<file path="src/rtl/emoq_params.svh">
// Offsets, field positions and reset values of the offload/queue block.
// Assumes a 32-bit Wishbone slave on an 8-bit byte address.
`ifndef EMOQ_PARAMS_SVH
`define EMOQ_PARAMS_SVH
`define EMOQ_OFS_DEV_IP 8'h00
`define EMOQ_OFS_SA0_LOW 8'h04
`define EMOQ_OFS_SA0_HIGH 8'h08
`define EMOQ_OFS_TXQ0_OP 8'h0c
`define EMOQ_OFS_TXQ1_OP 8'h10
`define EMOQ_OFS_TXQ1_SHAPER 8'h14
`define EMOQ_OFS_TL_OP 8'h18
`define EMOQ_OFS_DMA0_TX 8'h1c
`define EMOQ_OFS_DMA1_TX 8'h20
`define EMOQ_OFS_DMA_STS 8'h24
`define EMOQ_OFS_IRQ_MASK 8'h28
`define EMOQ_OFS_CREDIT 8'h2c
`define EMOQ_TXQ_FLUSH_BIT 0
`define EMOQ_TXQ_EN_LSB 2
`define EMOQ_SHP_ALG_BIT 0
`define EMOQ_SHP_CC_BIT 1
`define EMOQ_SHP_IDLE_LSB 8
`define EMOQ_SHP_SEND_LSB 16
`define EMOQ_TL_DROP_STS_BIT 1
`define EMOQ_DMA_RUN_BIT 0
`define EMOQ_DMA_OSF_BIT 4
`define EMOQ_STS_FBE0 0
`define EMOQ_STS_FBE1 1
`define EMOQ_STS_ARP 2
`define EMOQ_STS_IHE 3
`define EMOQ_STS_PCE 4
`define EMOQ_STS_FLUSH 5
`define EMOQ_STS_W 6
`define EMOQ_RST_WORD 32'h0000_0000
`define EMOQ_RST_SLOPE 8'h01
`endif

</file>
<file path="src/rtl/emoq_pkg.sv">
// Types of the offload/queue block.
// Assumes the params header holds the numbers.
package emoq_pkg;
  typedef enum logic [1:0] {
    EMOQ_QEN_OFF = 2'b00,
    EMOQ_QEN_GENERIC = 2'b01,
    EMOQ_QEN_AV = 2'b10,
    EMOQ_QEN_RSVD = 2'b11
  } emoq_qen_type;
  typedef logic [47:0] emoq_mac_type;
  typedef logic [31:0] emoq_ip_type;
endpackage : emoq_pkg

</file>
<file path="src/rtl/emoq_arp_filter.sv">
// ARP request filter and response generator.
// Assumes parsed request fields on the same clock.
`timescale 1ns/1ps
`default_nettype none
module emoq_arp_filter
  import emoq_pkg::*;
(
  input wire logic clk_i, // Clock
  input wire logic rst_i, // Synchronous reset
  input wire logic req_valid_i, // Request present
  output logic req_ready_o, // Request may be taken
  input wire emoq_ip_type req_tpa_i, // Target protocol address
  input wire emoq_ip_type req_spa_i, // Sender protocol address
  input wire emoq_mac_type req_sha_i, // Sender hardware address
  input wire emoq_ip_type dev_ip_i, // Device IP address
  input wire emoq_mac_type station_address_zero_i, // Station address zero
  output logic status_valid_o, // Receive status pulse
  output logic status_arp_ind_o, // ARP indication in status
  output logic resp_valid_o, // Response held
  input wire logic resp_ready_i, // Response taken
  output emoq_mac_type resp_sha_o, // Response sender MAC
  output emoq_ip_type resp_spa_o, // Response sender IP
  output emoq_mac_type resp_tha_o, // Response target MAC
  output emoq_ip_type resp_tpa_o // Response target IP
);
  wire take = req_valid_i & req_ready_o;
  wire ip_hit = (req_tpa_i == dev_ip_i);
  // Straight 48-bit compare: the swapped value is a foreign station
  wire looped = (req_sha_i == station_address_zero_i);
  wire answer = ip_hit & ~looped;
  assign req_ready_o = ~resp_valid_o;
  always_ff @(posedge clk_i)
  begin
    if (rst_i)
    begin
      status_valid_o <= 1'b0;
      status_arp_ind_o <= 1'b0;
      resp_valid_o <= 1'b0;
      resp_sha_o <= 48'h0;
      resp_spa_o <= 32'h0;
      resp_tha_o <= 48'h0;
      resp_tpa_o <= 32'h0;
    end
    else
    begin
      status_valid_o <= take;
      status_arp_ind_o <= take & answer;
      if (take & answer)
      begin
        resp_valid_o <= 1'b1;
        resp_sha_o <= station_address_zero_i;
        resp_spa_o <= dev_ip_i;
        resp_tha_o <= req_sha_i;
        resp_tpa_o <= req_spa_i;
      end
      else if (resp_ready_i)
      begin
        resp_valid_o <= 1'b0;
      end
    end
  end
endmodule : emoq_arp_filter
`default_nettype wire

</file>
<file path="src/rtl/emoq_cbs_credit.sv">
// Shaping credit of one transmit queue.
// Assumes queue and line state on the same clock.
`timescale 1ns/1ps
`default_nettype none
module emoq_cbs_credit #(
  parameter int CREDIT_W = 16
) (
  input wire logic clk_i, // Clock
  input wire logic rst_i, // Synchronous reset
  input wire logic shaped_i, // AV queue with shaping on
  input wire logic nonempty_i, // Queue holds data
  input wire logic serving_i, // This queue is on the line
  input wire logic [7:0] idle_slope_i, // Gain per cycle while waiting
  input wire logic [7:0] send_slope_i, // Loss per cycle while sending
  output logic signed [CREDIT_W-1:0] credit_o, // Current credit
  output logic eligible_o // May be served
);
  localparam logic signed [CREDIT_W:0] MAXC = {2'b00, {(CREDIT_W-1){1'b1}}};
  localparam logic signed [CREDIT_W:0] MINC = {2'b11, {(CREDIT_W-1){1'b0}}};
  logic signed [CREDIT_W:0] wide;
  logic signed [CREDIT_W-1:0] next_credit;
  wire signed [CREDIT_W:0] ext = {credit_o[CREDIT_W-1], credit_o};
  always_comb
  begin
    wide = ext;
    if (serving_i)
      wide = ext - $signed({{(CREDIT_W-7){1'b0}}, send_slope_i});
    else
      wide = ext + $signed({{(CREDIT_W-7){1'b0}}, idle_slope_i});
    if (wide > MAXC)
      wide = MAXC;
    else if (wide < MINC)
      wide = MINC;
    next_credit = wide[CREDIT_W-1:0];
    // Empty queues have credit forced to zero so a refill gains no bandwidth
    if (!shaped_i || !nonempty_i)
      next_credit = '0;
  end
  // Unshaped queues are always eligible when holding data
  assign eligible_o = nonempty_i & (~shaped_i | (credit_o > 0));
  always_ff @(posedge clk_i)
  begin
    if (rst_i)
      credit_o <= '0;
    else
      credit_o <= next_credit;
  end
endmodule : emoq_cbs_credit
`default_nettype wire

</file>
<file path="src/rtl/emoq_top.sv">
// Ethernet MAC offload/queue block: ARP, AV shaping, flush,
// checksum flags and transmit DMA bus errors.
// Assumes a Wishbone master and same-clock MAC/DMA logic.
// Behaviour
// - ARP request for device IP compares sender MAC to station address zero.
// - True byte order; identical sender MAC is loop-back, no response.
// - Match without loop-back: send response, flag ARP in status.
// - AV queue: enable field 10; shaping: algorithm 1, credit control 0.
// - Shaped queue eligible only while credit positive; higher credit wins.
// - Waiting non-empty queues gain credit at programmable rate.
// - Transmitting queue loses credit at programmable rate.
// - Empty queues have credit forced to zero.
// - Checksum engine flags IP header and payload checksum errors.
// - Flush bit on queue 0 or 1 makes a dummy status naming the queue.
// - Checksum engine ignores dummy statuses; real status keeps its checksum.
// - Bus error at packet start never aborts MAC-generated packets.
// - Bus error: fatal flag, interrupt, channel run bit cleared.
// - Recovery works for channel 1 with second frame operate set.
//
// The implementer's own choices: the register addresses and the Wishbone register port.
`include "emoq_params.svh"
`timescale 1ns/1ps
`default_nettype none
module emoq_top
  import emoq_pkg::*;
#(
  parameter int CREDIT_W = 16
) (
  input wire logic clk_i, // 250 MHz clock
  input wire logic rst_i, // Synchronous reset, high
  input wire logic wb_cyc_i, // Wishbone cycle
  input wire logic wb_stb_i, // Wishbone strobe
  input wire logic wb_we_i, // Wishbone write
  input wire logic [7:0] wb_adr_i, // Byte address
  input wire logic [3:0] wb_sel_i, // Byte enables
  input wire logic [31:0] wb_dat_i, // Write data
  output logic [31:0] wb_dat_o, // Read data
  output logic wb_ack_o, // Acknowledge
  output logic irq_o, // Level interrupt
  input wire logic arp_req_valid_i, // Parsed ARP request present
  output logic arp_req_ready_o, // ARP request taken
  input wire logic [31:0] arp_req_tpa_i, // Target protocol address
  input wire logic [31:0] arp_req_spa_i, // Sender protocol address
  input wire logic [47:0] arp_req_sha_i, // Sender hardware address
  output logic rx_status_valid_o, // Receive status pulse
  output logic rx_status_arp_ind_o, // ARP indication in status
  output logic arp_resp_valid_o, // Response pending
  input wire logic arp_resp_ready_i, // Response taken by transmitter
  output logic [47:0] arp_resp_sha_o, // Response sender MAC
  output logic [31:0] arp_resp_spa_o, // Response sender IP
  output logic [47:0] arp_resp_tha_o, // Response target MAC
  output logic [31:0] arp_resp_tpa_o, // Response target IP
  input wire logic [1:0] q_nonempty_i, // Queue holds data
  input wire logic tx_busy_i, // A queue is on the line
  input wire logic tx_busy_queue_i, // Queue on the line
  output logic tx_grant_o, // Start pulse
  output logic tx_grant_queue_o, // Queue to start
  output logic flush_status_valid_o, // Dummy status pulse
  output logic flush_status_queue_o, // Flushed queue
  input wire logic txs_valid_i, // Transmit status from queues
  input wire logic txs_dummy_i, // Status is a flush dummy
  input wire logic [15:0] txs_csum_i, // Checksum field
  input wire logic txs_ihe_i, // IP header error
  input wire logic txs_pce_i, // Payload checksum error
  output logic mac_status_valid_o, // MAC status pulse
  output logic [15:0] mac_status_csum_o, // MAC status checksum
  output logic ip_header_error_flag_o, // Header error of last status
  output logic payload_checksum_error_flag_o, // Payload error of last status
  input wire logic bus_err_i, // DMA slave bus error pulse
  input wire logic bus_err_chan_i, // Channel of the error
  input wire logic sop_i, // Start of packet this cycle
  input wire logic mac_gen_pkt_i, // Packet is MAC generated
  output logic tx_abort_o, // Abort current DMA packet
  output logic [1:0] dma_run_o, // Channel run bits
  output logic [1:0] dma_osf_o, // Second frame operate bits
  output logic [1:0] dma_chan_clear_o // Drop channel fetch state
);
  logic [31:0] device_ip_address_reg;
  logic [31:0] station_addr0_low_reg;
  logic [15:0] station_addr0_high_reg;
  logic [1:0] tx_queue_enable_field [2];
  logic [1:0] tx_queue_flush_bit;
  logic shaper_algorithm_select;
  logic credit_control_bit;
  logic [7:0] idle_slope;
  logic [7:0] send_slope;
  logic drop_tx_status_bit;
  logic [1:0] tx_channel_run_bit;
  logic [1:0] second_frame_operate_bit;
  logic [`EMOQ_STS_W-1:0] dma_channel_status_reg;
  logic [`EMOQ_STS_W-1:0] irq_mask;
  logic signed [CREDIT_W-1:0] credit [2];
  logic [1:0] eligible;
  logic [1:0] shaped;
  logic [1:0] serving;

  // Bus decode
  wire req = wb_cyc_i & wb_stb_i & ~wb_ack_o;
  wire wr = req & wb_we_i;
  wire [31:0] bmask = {{8{wb_sel_i[3]}}, {8{wb_sel_i[2]}}, {8{wb_sel_i[1]}}, {8{wb_sel_i[0]}}};
  wire [31:0] wmask = wb_dat_i & bmask;
  wire wr_ip = wr & (wb_adr_i == `EMOQ_OFS_DEV_IP);
  wire wr_sal = wr & (wb_adr_i == `EMOQ_OFS_SA0_LOW);
  wire wr_sah = wr & (wb_adr_i == `EMOQ_OFS_SA0_HIGH);
  wire wr_q0 = wr & (wb_adr_i == `EMOQ_OFS_TXQ0_OP);
  wire wr_q1 = wr & (wb_adr_i == `EMOQ_OFS_TXQ1_OP);
  wire wr_shp = wr & (wb_adr_i == `EMOQ_OFS_TXQ1_SHAPER);
  wire wr_tl = wr & (wb_adr_i == `EMOQ_OFS_TL_OP);
  wire wr_d0 = wr & (wb_adr_i == `EMOQ_OFS_DMA0_TX);
  wire wr_d1 = wr & (wb_adr_i == `EMOQ_OFS_DMA1_TX);
  wire wr_sts = wr & (wb_adr_i == `EMOQ_OFS_DMA_STS);
  wire wr_msk = wr & (wb_adr_i == `EMOQ_OFS_IRQ_MASK);
  wire [1:0] wr_q = {wr_q1, wr_q0};
  wire [1:0] wr_d = {wr_d1, wr_d0};

  // Read mux; unmapped addresses answer zero
  wire [31:0] rd_q0 = {28'h0, tx_queue_enable_field[0], 1'b0, tx_queue_flush_bit[0]};
  wire [31:0] rd_q1 = {28'h0, tx_queue_enable_field[1], 1'b0, tx_queue_flush_bit[1]};
  wire [31:0] rd_shp = {8'h0, send_slope, idle_slope, 6'h0, credit_control_bit,
                        shaper_algorithm_select};
  wire [31:0] rd_d0 = {27'h0, second_frame_operate_bit[0], 3'h0, tx_channel_run_bit[0]};
  wire [31:0] rd_d1 = {27'h0, second_frame_operate_bit[1], 3'h0, tx_channel_run_bit[1]};
  wire [31:0] rd_cr = {credit[1][CREDIT_W-1 -: 16], credit[0][CREDIT_W-1 -: 16]};
  wire [31:0] rd_mux =
    (wb_adr_i == `EMOQ_OFS_DEV_IP) ? device_ip_address_reg :
    (wb_adr_i == `EMOQ_OFS_SA0_LOW) ? station_addr0_low_reg :
    (wb_adr_i == `EMOQ_OFS_SA0_HIGH) ? {16'h0, station_addr0_high_reg} :
    (wb_adr_i == `EMOQ_OFS_TXQ0_OP) ? rd_q0 :
    (wb_adr_i == `EMOQ_OFS_TXQ1_OP) ? rd_q1 :
    (wb_adr_i == `EMOQ_OFS_TXQ1_SHAPER) ? rd_shp :
    (wb_adr_i == `EMOQ_OFS_TL_OP) ? {30'h0, drop_tx_status_bit, 1'b0} :
    (wb_adr_i == `EMOQ_OFS_DMA0_TX) ? rd_d0 :
    (wb_adr_i == `EMOQ_OFS_DMA1_TX) ? rd_d1 :
    (wb_adr_i == `EMOQ_OFS_DMA_STS) ? {26'h0, dma_channel_status_reg} :
    (wb_adr_i == `EMOQ_OFS_IRQ_MASK) ? {26'h0, irq_mask} :
    (wb_adr_i == `EMOQ_OFS_CREDIT) ? rd_cr : 32'h0;

  always_ff @(posedge clk_i)
  begin
    if (rst_i)
    begin
      wb_ack_o <= 1'b0;
      wb_dat_o <= `EMOQ_RST_WORD;
    end
    else
    begin
      wb_ack_o <= req;
      wb_dat_o <= req ? rd_mux : 32'h0;
    end
  end

  // Configuration registers
  always_ff @(posedge clk_i)
  begin
    if (rst_i)
    begin
      device_ip_address_reg <= `EMOQ_RST_WORD;
      station_addr0_low_reg <= `EMOQ_RST_WORD;
      station_addr0_high_reg <= 16'h0;
      shaper_algorithm_select <= 1'b0;
      credit_control_bit <= 1'b0;
      idle_slope <= `EMOQ_RST_SLOPE;
      send_slope <= `EMOQ_RST_SLOPE;
      drop_tx_status_bit <= 1'b0;
      irq_mask <= '0;
    end
    else
    begin
      if (wr_ip)
        device_ip_address_reg <= (device_ip_address_reg & ~bmask) | wmask;
      if (wr_sal)
        station_addr0_low_reg <= (station_addr0_low_reg & ~bmask) | wmask;
      if (wr_sah)
        station_addr0_high_reg <= (station_addr0_high_reg & ~bmask[15:0]) | wmask[15:0];
      if (wr_shp & wb_sel_i[0])
      begin
        shaper_algorithm_select <= wb_dat_i[`EMOQ_SHP_ALG_BIT];
        credit_control_bit <= wb_dat_i[`EMOQ_SHP_CC_BIT];
      end
      if (wr_shp & wb_sel_i[1])
        idle_slope <= wb_dat_i[`EMOQ_SHP_IDLE_LSB +: 8];
      if (wr_shp & wb_sel_i[2])
        send_slope <= wb_dat_i[`EMOQ_SHP_SEND_LSB +: 8];
      if (wr_tl & wb_sel_i[0])
        drop_tx_status_bit <= wb_dat_i[`EMOQ_TL_DROP_STS_BIT];
      if (wr_msk & wb_sel_i[0])
        irq_mask <= wb_dat_i[`EMOQ_STS_W-1:0];
    end
  end

  // ARP offload
  emoq_arp_filter u_arp (
    .clk_i(clk_i),
    .rst_i(rst_i),
    .req_valid_i(arp_req_valid_i),
    .req_ready_o(arp_req_ready_o),
    .req_tpa_i(arp_req_tpa_i),
    .req_spa_i(arp_req_spa_i),
    .req_sha_i(arp_req_sha_i),
    .dev_ip_i(device_ip_address_reg),
    .station_address_zero_i({station_addr0_high_reg, station_addr0_low_reg}),
    .status_valid_o(rx_status_valid_o),
    .status_arp_ind_o(rx_status_arp_ind_o),
    .resp_valid_o(arp_resp_valid_o),
    .resp_ready_i(arp_resp_ready_i),
    .resp_sha_o(arp_resp_sha_o),
    .resp_spa_o(arp_resp_spa_o),
    .resp_tha_o(arp_resp_tha_o),
    .resp_tpa_o(arp_resp_tpa_o)
  );
  wire arp_event = rx_status_valid_o & rx_status_arp_ind_o;

  // Per-queue state and shaping
  wire cbs_on = shaper_algorithm_select & ~credit_control_bit;
  genvar q;
  generate
    for (q = 0; q < 2; q++)
    begin : g_queue
      assign shaped[q] = cbs_on & (tx_queue_enable_field[q] == EMOQ_QEN_AV);
      assign serving[q] = tx_busy_i & (tx_busy_queue_i == 1'(q));
      always_ff @(posedge clk_i)
      begin
        if (rst_i)
        begin
          tx_queue_enable_field[q] <= EMOQ_QEN_OFF;
          tx_channel_run_bit[q] <= 1'b0;
          second_frame_operate_bit[q] <= 1'b0;
        end
        else
        begin
          if (wr_q[q] & wb_sel_i[0])
            tx_queue_enable_field[q] <= wb_dat_i[`EMOQ_TXQ_EN_LSB +: 2];
          if (wr_d[q] & wb_sel_i[0])
          begin
            tx_channel_run_bit[q] <= wb_dat_i[`EMOQ_DMA_RUN_BIT];
            second_frame_operate_bit[q] <= wb_dat_i[`EMOQ_DMA_OSF_BIT];
          end
          // Bus error wins over a same-cycle restart
          if (bus_err_i & (bus_err_chan_i == 1'(q)))
            tx_channel_run_bit[q] <= 1'b0;
        end
      end
      emoq_cbs_credit #(
        .CREDIT_W(CREDIT_W)
      ) u_cbs (
        .clk_i(clk_i),
        .rst_i(rst_i),
        .shaped_i(shaped[q]),
        .nonempty_i(q_nonempty_i[q]),
        .serving_i(serving[q]),
        .idle_slope_i(idle_slope),
        .send_slope_i(send_slope),
        .credit_o(credit[q]),
        .eligible_o(eligible[q])
      );
    end
  endgenerate

  // Scheduler: both eligible -> higher credit, ties to queue 0
  wire pick1 = eligible[1] & (~eligible[0] | (credit[1] > credit[0]));
  always_ff @(posedge clk_i)
  begin
    if (rst_i)
    begin
      tx_grant_o <= 1'b0;
      tx_grant_queue_o <= 1'b0;
    end
    else
    begin
      tx_grant_o <= ~tx_busy_i & ~tx_grant_o & (|eligible);
      tx_grant_queue_o <= pick1;
    end
  end

  // Flush: only a queue not on the line is flushed; queue 0 first
  wire [1:0] flush_ok = tx_queue_flush_bit & ~serving;
  wire flush_fire = |flush_ok;
  wire flush_q = ~flush_ok[0];
  always_ff @(posedge clk_i)
  begin
    if (rst_i)
    begin
      tx_queue_flush_bit <= 2'b00;
      flush_status_valid_o <= 1'b0;
      flush_status_queue_o <= 1'b0;
    end
    else
    begin
      flush_status_valid_o <= flush_fire;
      flush_status_queue_o <= flush_q;
      if (flush_fire)
        tx_queue_flush_bit[flush_q] <= 1'b0;
      // Software set wins over the self-clear
      if (wr_q0 & wb_sel_i[0] & wb_dat_i[`EMOQ_TXQ_FLUSH_BIT])
        tx_queue_flush_bit[0] <= 1'b1;
      if (wr_q1 & wb_sel_i[0] & wb_dat_i[`EMOQ_TXQ_FLUSH_BIT])
        tx_queue_flush_bit[1] <= 1'b1;
    end
  end

  // Checksum engine: dummy statuses never touch flags or checksum
  wire real_sts = txs_valid_i & ~txs_dummy_i;
  always_ff @(posedge clk_i)
  begin
    if (rst_i)
    begin
      mac_status_valid_o <= 1'b0;
      mac_status_csum_o <= 16'h0;
      ip_header_error_flag_o <= 1'b0;
      payload_checksum_error_flag_o <= 1'b0;
    end
    else
    begin
      mac_status_valid_o <= real_sts & ~drop_tx_status_bit;
      if (real_sts)
      begin
        mac_status_csum_o <= txs_csum_i;
        ip_header_error_flag_o <= txs_ihe_i;
        payload_checksum_error_flag_o <= txs_pce_i;
      end
    end
  end

  // Bus error: abort only DMA-fed packets; generated frames run to the end
  always_ff @(posedge clk_i)
  begin
    if (rst_i)
    begin
      tx_abort_o <= 1'b0;
      dma_chan_clear_o <= 2'b00;
    end
    else
    begin
      tx_abort_o <= bus_err_i & ~mac_gen_pkt_i;
      // Fetch state dropped in every mode: a restart reuses no stale header
      dma_chan_clear_o <= {bus_err_i & bus_err_chan_i, bus_err_i & ~bus_err_chan_i};
    end
  end

  // Sticky status, write one to clear, set wins
  wire [`EMOQ_STS_W-1:0] sts_set;
  assign sts_set[`EMOQ_STS_FBE0] = bus_err_i & ~bus_err_chan_i;
  assign sts_set[`EMOQ_STS_FBE1] = bus_err_i & bus_err_chan_i;
  assign sts_set[`EMOQ_STS_ARP] = arp_event;
  assign sts_set[`EMOQ_STS_IHE] = real_sts & txs_ihe_i;
  assign sts_set[`EMOQ_STS_PCE] = real_sts & txs_pce_i;
  assign sts_set[`EMOQ_STS_FLUSH] = flush_fire;
  wire [`EMOQ_STS_W-1:0] sts_clr = (wr_sts & wb_sel_i[0]) ? wb_dat_i[`EMOQ_STS_W-1:0] : '0;
  always_ff @(posedge clk_i)
  begin
    if (rst_i)
      dma_channel_status_reg <= '0;
    else
      dma_channel_status_reg <= (dma_channel_status_reg & ~sts_clr) | sts_set;
  end

  assign irq_o = |(dma_channel_status_reg & irq_mask);
  assign dma_run_o = tx_channel_run_bit;
  assign dma_osf_o = second_frame_operate_bit;
endmodule : emoq_top
`default_nettype wire

</file>
<file path="config.mk">
export PLATFORM = sky130hd
export DESIGN_NAME = emoq_top
export DESIGN_NICKNAME = d
export VERILOG_FILES = /design/src/rtl/emoq_pkg.sv /design/src/rtl/emoq_arp_filter.sv /design/src/rtl/emoq_cbs_credit.sv /design/src/rtl/emoq_top.sv
export VERILOG_INCLUDE_DIRS = /design/src /design/src/rtl
export SDC_FILE = /design/constraint.sdc
export NUM_CORES = 1
export LEC_CHECK = 0
export ABC_AREA = 1
export BUFFER_PORTS_ARGS = -buffer_cell sky130_fd_sc_hd__buf_2
export CAP_MARGIN = 15
export CORE_MARGIN = 2
export CORE_UTILIZATION = 42
export CTS_CLUSTER_SIZE = 28
export DETAILED_ROUTE_END_ITERATION = 8
export SYNTH_ARGS = -nofsm -noshare
export SYNTH_HDL_FRONTEND = slang
export SYNTH_SLANG_ARGS = --single-unit
</file>
<file path="constraint.sdc">
create_clock -name clk_i -period 8.2 [get_ports clk_i]
set_input_delay 1.64 -clock clk_i [delete_from_list [all_inputs] [get_ports clk_i]]
set_output_delay 1.64 -clock clk_i [all_outputs]
set_load 0.005 [all_outputs]
</file>
# Word level (Yosys, flattened, before mapping)

Memory sizes are Yosys's and may differ from the RTL's.
Cells that the tools add are included.

Add/subtract/negate cells: 4
Multiply operators: 0
Div/mod/pow operators: 0
Order comparisons: 9
Eq/ne operators: 15
Shift-type cells: 0
Muxes and demuxes: 36
Bitwise gates (word level): 85
Reduce and logical (&&, ||, !) cells: 21

Operators by type and width:

| operator               | count |
|---|---|
| $mux W32               | 12 |
| $and A32 B32 Y32       | 3 |
| $or A32 B32 Y32        | 2 |
| $eq A48 B48 Y1         | 1 |
| $and A1 B1 Y1          | 47 |
| $add A16 B9 Y17        | 2 |
| $gt A17 B16 Y1 const B | 2 |
| $lt A17 B16 Y1 const B | 2 |
| $mux W17               | 2 |
| $sub A16 B9 Y17        | 2 |
| $eq A32 B32 Y1         | 1 |
| $eq A8 B5 Y1 const B   | 4 |
| $eq A8 B6 Y1 const B   | 4 |
| $gt A16 B1 Y1 const B  | 2 |
| $mux W16               | 2 |
| $not A32 Y32           | 1 |
| $mux W15               | 2 |
| $and A16 B16 Y16       | 1 |
| $eq A8 B4 Y1 const B   | 2 |
| $gt A16 B16 Y1         | 1 |
| $not A1 Y1             | 16 |
| $not A16 Y16           | 1 |
| $or A16 B16 Y16        | 1 |
| $reduce_or A2 Y1       | 7 |
| other kinds (21)       | 50 |

Bits in registers: 371
Bits in latches: 0
Memory bits (writable): 4
ROM bits: 0
Input bits: 191
Output and inout port bits: 228
Logic and storage cells: 210
Memories: 1

Memories:

| memory                | words | width | rd ports | clocked after Yosys merged registers in | wr ports | RTL line       | text |
|---|---|---|---|---|---|---|---|
| tx_queue_enable_field | 2     | 2     | 2        | 0                                       | 2        | emoq_top.sv:81 | `logic [1:0] tx_queue_enable_field [2];` |

# Depth between registers and ports, before layout

Depth after elaboration: 13
Mapped depth: 22

# Modules after synthesis

Synthesis repeated with hierarchy kept, for this count alone.

Cell total of the unflattened synthesis: 2957
Area total of the unflattened synthesis: 20019.2 µm²

Modules (own cells, without submodules):

| module                              | instances | cells each | area each (µm²) | seq. area each (µm²) |
|---|---|---|---|---|
| emoq_arp_filter                     | 1         | 1350       | 8653.3          | 3263.1 |
| emoq_top                            | 1         | 992        | 7667.4          | 3643.5 |
| emoq_cbs_credit at g_queue[0].u_cbs | 1         | 313        | 1856.8          | 320.3 |
| emoq_cbs_credit at g_queue[1].u_cbs | 1         | 302        | 1841.8          | 320.3 |

# Worst setup path before layout

OpenSTA, ideal clock, no wires.

Path kind: input to register
Start point: input tx_busy_i
End point: register g_queue[0].u_cbs.credit_o[10]
Setup time: 0.058 ns
Arrival: 3.874 ns
Setup slack: 4.268 ns
Stages: 17
Path buffers: 3
Path through: inv_1 -> nor2_1 -> inv_1 -> clkbuf_1 -> clkbuf_1 -> o21ai_0 -> ha_1 -> nand2_1 -> inv_1 -> a21oi_1 -> nand2_1 -> a21oi_1 -> nand2_1 -> nand2_1 -> nand3_1 -> buf_4 -> nand2_1

Longest elaborated chain between the ends: 5

Ends and longest elaborated chain:

| what                   | RTL line              | text |
|---|---|---|
| start: declaration     | emoq_top.sv:54        | `input wire logic tx_busy_i,` |
| $and A1 B1 Y1 (*)      | emoq_top.sv:220       | `assign serving[q] = tx_busy_i & (tx_busy_queue_i == 1'(q));` |
| $mux W17 (*)           | emoq_cbs_credit.sv:26 | `if (serving_i)` |
| $lt A17 B16 Y1         | emoq_cbs_credit.sv:32 | `else if (wide < MINC)` |
| $mux W16               | emoq_cbs_credit.sv:32 |  |
| $mux W15 (*)           | emoq_cbs_credit.sv:30 | `if (wide > MAXC)` |
| end signal: assignment | emoq_cbs_credit.sv:46 | `credit_o <= next_credit;` |
| end: declaration       | emoq_cbs_credit.sv:15 | `output logic signed [CREDIT_W-1:0] credit_o,` |

Every way passes the cells marked *; elsewhere a longest branch is shown, timed or not.
A chain may end at the register's enable or synchronous reset.

# Worst setup path in the final report

Start point: input tx_busy_i
End point: register g_queue[0].u_cbs.credit_o[5]

Same word-level chain as after synthesis.

==> reports/results.ini <==
[run_status]
outcome = completed

[layout]
final_core_util_pct = 50.69
fillers = 4831
layout-drive-gt1-share_pct = 17.53
areaGrowthSynthToFinish_pct = 19.33
nets = 3470

[sta]
finalSetupTns_ns = 0
max_slew_margin_pct = 31.12
finalSetupViolations = 0
worstMarginPinSlew_ns = 1.029
skew_ns = 0.01839
period_needed_ns = 4.516
drv_slew = 0
fmax_mhz = 221.5
hold_violations = 0
rsz0062_at_grt = no
fin_crit_sh_pct = 55.07

[synth]
ys_warn_count = 0
yosys.area_share.simple_pct = 28.57
seq_area_frac_synth_pct = 39.23
avgSynthCellArea_um2 = 6.652
synthArstFlopShare_pct = 0
synth_top_family_by_area = simple AND/OR/NAND/NOR gates
synth_top_area_share_pct = 38.61
synthDistinctLibCells = 45
yosys.area.top_type = dfxtp_1
synth_compound_area_share_pct = 15.70
synth_xor_xnor_area_share_pct = 2.367
syn_area_mm2 = 0.01924
syn-instance-count = 2892
synth_most_common_cell = nand2_1
synthTopCellsByCount = nand2_1, dfxtp_1, a21oi_1
synth-edff-count = 4
synth.net_count = 3136
synth_fa_ha_area_share_pct = 3.525
ys_seq_elements = 375
synth-main-ff-cell = dfxtp_1
synth_area_leaders = dfxtp_1, nand2_1, a21oi_1
muxShareOfSynthArea_pct = 0

[global_route]
antenna_found_initial = 11
grt_pass1_vias = 18290
gr-total-overflow = 0
grt_max_degree = 223
grtUsageTotal_pct = 30.44
grt_pass1_wl_um = 110100

[clock_tree]
cts_resized = 0
clk_pin_slew_ns = 0.05
numCtsBuffers = 44
cts_buffer_depth = 3
postCtsHoldBufs = 0
htreeDepth = 2
cts_setup_buffers = 0
cts_tree = yes
cts_root_buffer = clkbuf_16
insertion_delay_ns = 0.58
cts_sinks = 375

[routing]
wirelength_um = 75020
drtIter0Drc = 1786
ant_nets = 0
drt_first_pass_iters = 5
avgViaCountPerCell = 5.197
vias = 20090
route.detailed.drc = 0
wl_per_cell_um = 19.41

[power]
leakage_nw = 11.28
irDropWorstVdd_mv = 0.1608
power_density_mw_per_mm2 = 176.2

[setup_path]
worstSetupPathType = in2reg
cp-end-kind = flip-flop
critPathMaxStageDelay_ns = 0.48
required_ns = 8.69
path_common_cell = nand2_1
cp-start-kind = input port
cp_max_fo = 22
cp_slowest_cell = o21ai_0
cp.arrival_ns = 5.00
cp_cell_sequence = buf_2 -> inv_1 -> nor2_1 -> inv_1 -> o21ai_0 -> inv_1 -> ha_1 -> nand3_1 -> nand2_1 -> nand3_1 -> nand2_1 -> nand2_1 -> nand2_1 -> nand2_1 -> nand2_1 -> nand3_1 -> nand2_1
r2r_cells = 17

[die]
die_y_um = 218.0
io_pins = 419
die_area_mm2 = 0.04753
core_mm2 = 0.04528
dieWidth_um = 218.0
std_cell_rows = 78
initial_utilization_pct = 42.48

[job]
max_cap_violations = 0

[min_path]
min_path_type = reg2reg
whs_path_depth = 2

[placed_design]
port_buffers = 417
dp_hpwl_um = 57670
place.gp.congestion = 0.9197

## area by class of cell
class / instances / area, um^2 / area share [%]
sequential: 375 / 7547 / 32.88
antenna: 8 / 20.02 / 0.08721
tap: 600 / 750.7 / 3.270
clock buffer: 67 / 1279 / 5.570
inverter: 364 / 1374 / 5.985
multi-input combinational: 2014 / 9663 / 42.09
clock inverter: 10 / 115.1 / 0.5014
timing repair buffer: 427 / 2207 / 9.615
## worst paths after layout
| path | slack (ns) | from | to |
|---|---|---|---|
| setup / recovery | 3.68 | tx_busy_i | g_queue[0].u_cbs.credit_o[5]$_SDFF_PP0_ |
| hold / removal | 0.47 | ip_header_error_flag_o$_SDFFE_PP0P_ | ip_header_error_flag_o$_SDFFE_PP0P_ |
| hold reg to reg | 0.47 | ip_header_error_flag_o$_SDFFE_PP0P_ | ip_header_error_flag_o$_SDFFE_PP0P_ |
| setup reg to reg | 4.21 | idle_slope[0]$_SDFFE_PP1P_ | g_queue[0].u_cbs.credit_o[5]$_SDFF_PP0_ |
## routing by layer
| metal | GRT usage, % | share of wire (%) |
|---|---|---|
| met3 | 5.356 | 7.2 |
| met2 | 49.15 | 46 |
| met1 | 40.97 | 44 |
| met4 | 10.25 | 3.0 |
| met5 | 0 | 0.064 |
## power breakdown
group,total (mW),leakage (nW),internal (mW),switching (mW)
logic,0.266,7.56,0.0934,0.173
clock network,1.94,0.688,1.14,0.801
registers,1.84,3.03,1.83,0.00550
## per-stage QoR
step	area [um^2]	hold slack [ns]	worst slack [ns]	power (mW)	instances
floorplan	19240	0.4258	4.268	2.022	2892
global route	22940	0.4904	3.336	4.165	3860
global placement	21510	0.4514	3.164	2.142	3779
detailed placement	21510	0.4584	3.156	2.143	3779
finish	22960	0.4692	3.684	4.044	3865
CTS	22910	0.4686	3.734	4.068	3856
## worst max-delay path, delay by kind of cell
family,cells,cell delay [ns]
AOI/OAI and AO/OA,1,0.48
adders and majority gates,1,0.30
buffers and inverters,4,0.64
and+or+nand+nor,11,1.91
## logic make-up (layout without fill, tap and decap cells)
family,after synthesis,count (layout)
xor gates and xnor gates,52,52
and+or+nand+nor,1331,1331
adders and majority gates,53,53
other,0,8
AOI/OAI and AO/OA,578,578
buffers and inverters,503,868
DFF,375,375
## cell usage in the layout (no fill, tap or decap), types with 15 or more instances in the layout
| master | Yosys | routed |
|---|---|---|
| inv_2 | 57 | 56 |
| inv_1 | 299 | 299 |
| clkbuf_16 | 0 | 45 |
| xnor2_1 | 30 | 30 |
| dfxtp_1 | 371 | 371 |
| o21ai_0 | 160 | 160 |
| clkbuf_1 | 63 | 15 |
| nand2_1 | 682 | 682 |
| a21oi_1 | 339 | 339 |
| o21ai_1 | 20 | 20 |
| buf_2 | 43 | 417 |
| ha_1 | 51 | 51 |
| xor2_1 | 22 | 22 |
| o22ai_1 | 18 | 18 |
| nor2_1 | 335 | 335 |
| nor3_1 | 18 | 18 |
| nand3_1 | 240 | 240 |
Note: power is estimated with default switching activity, not from simulation.
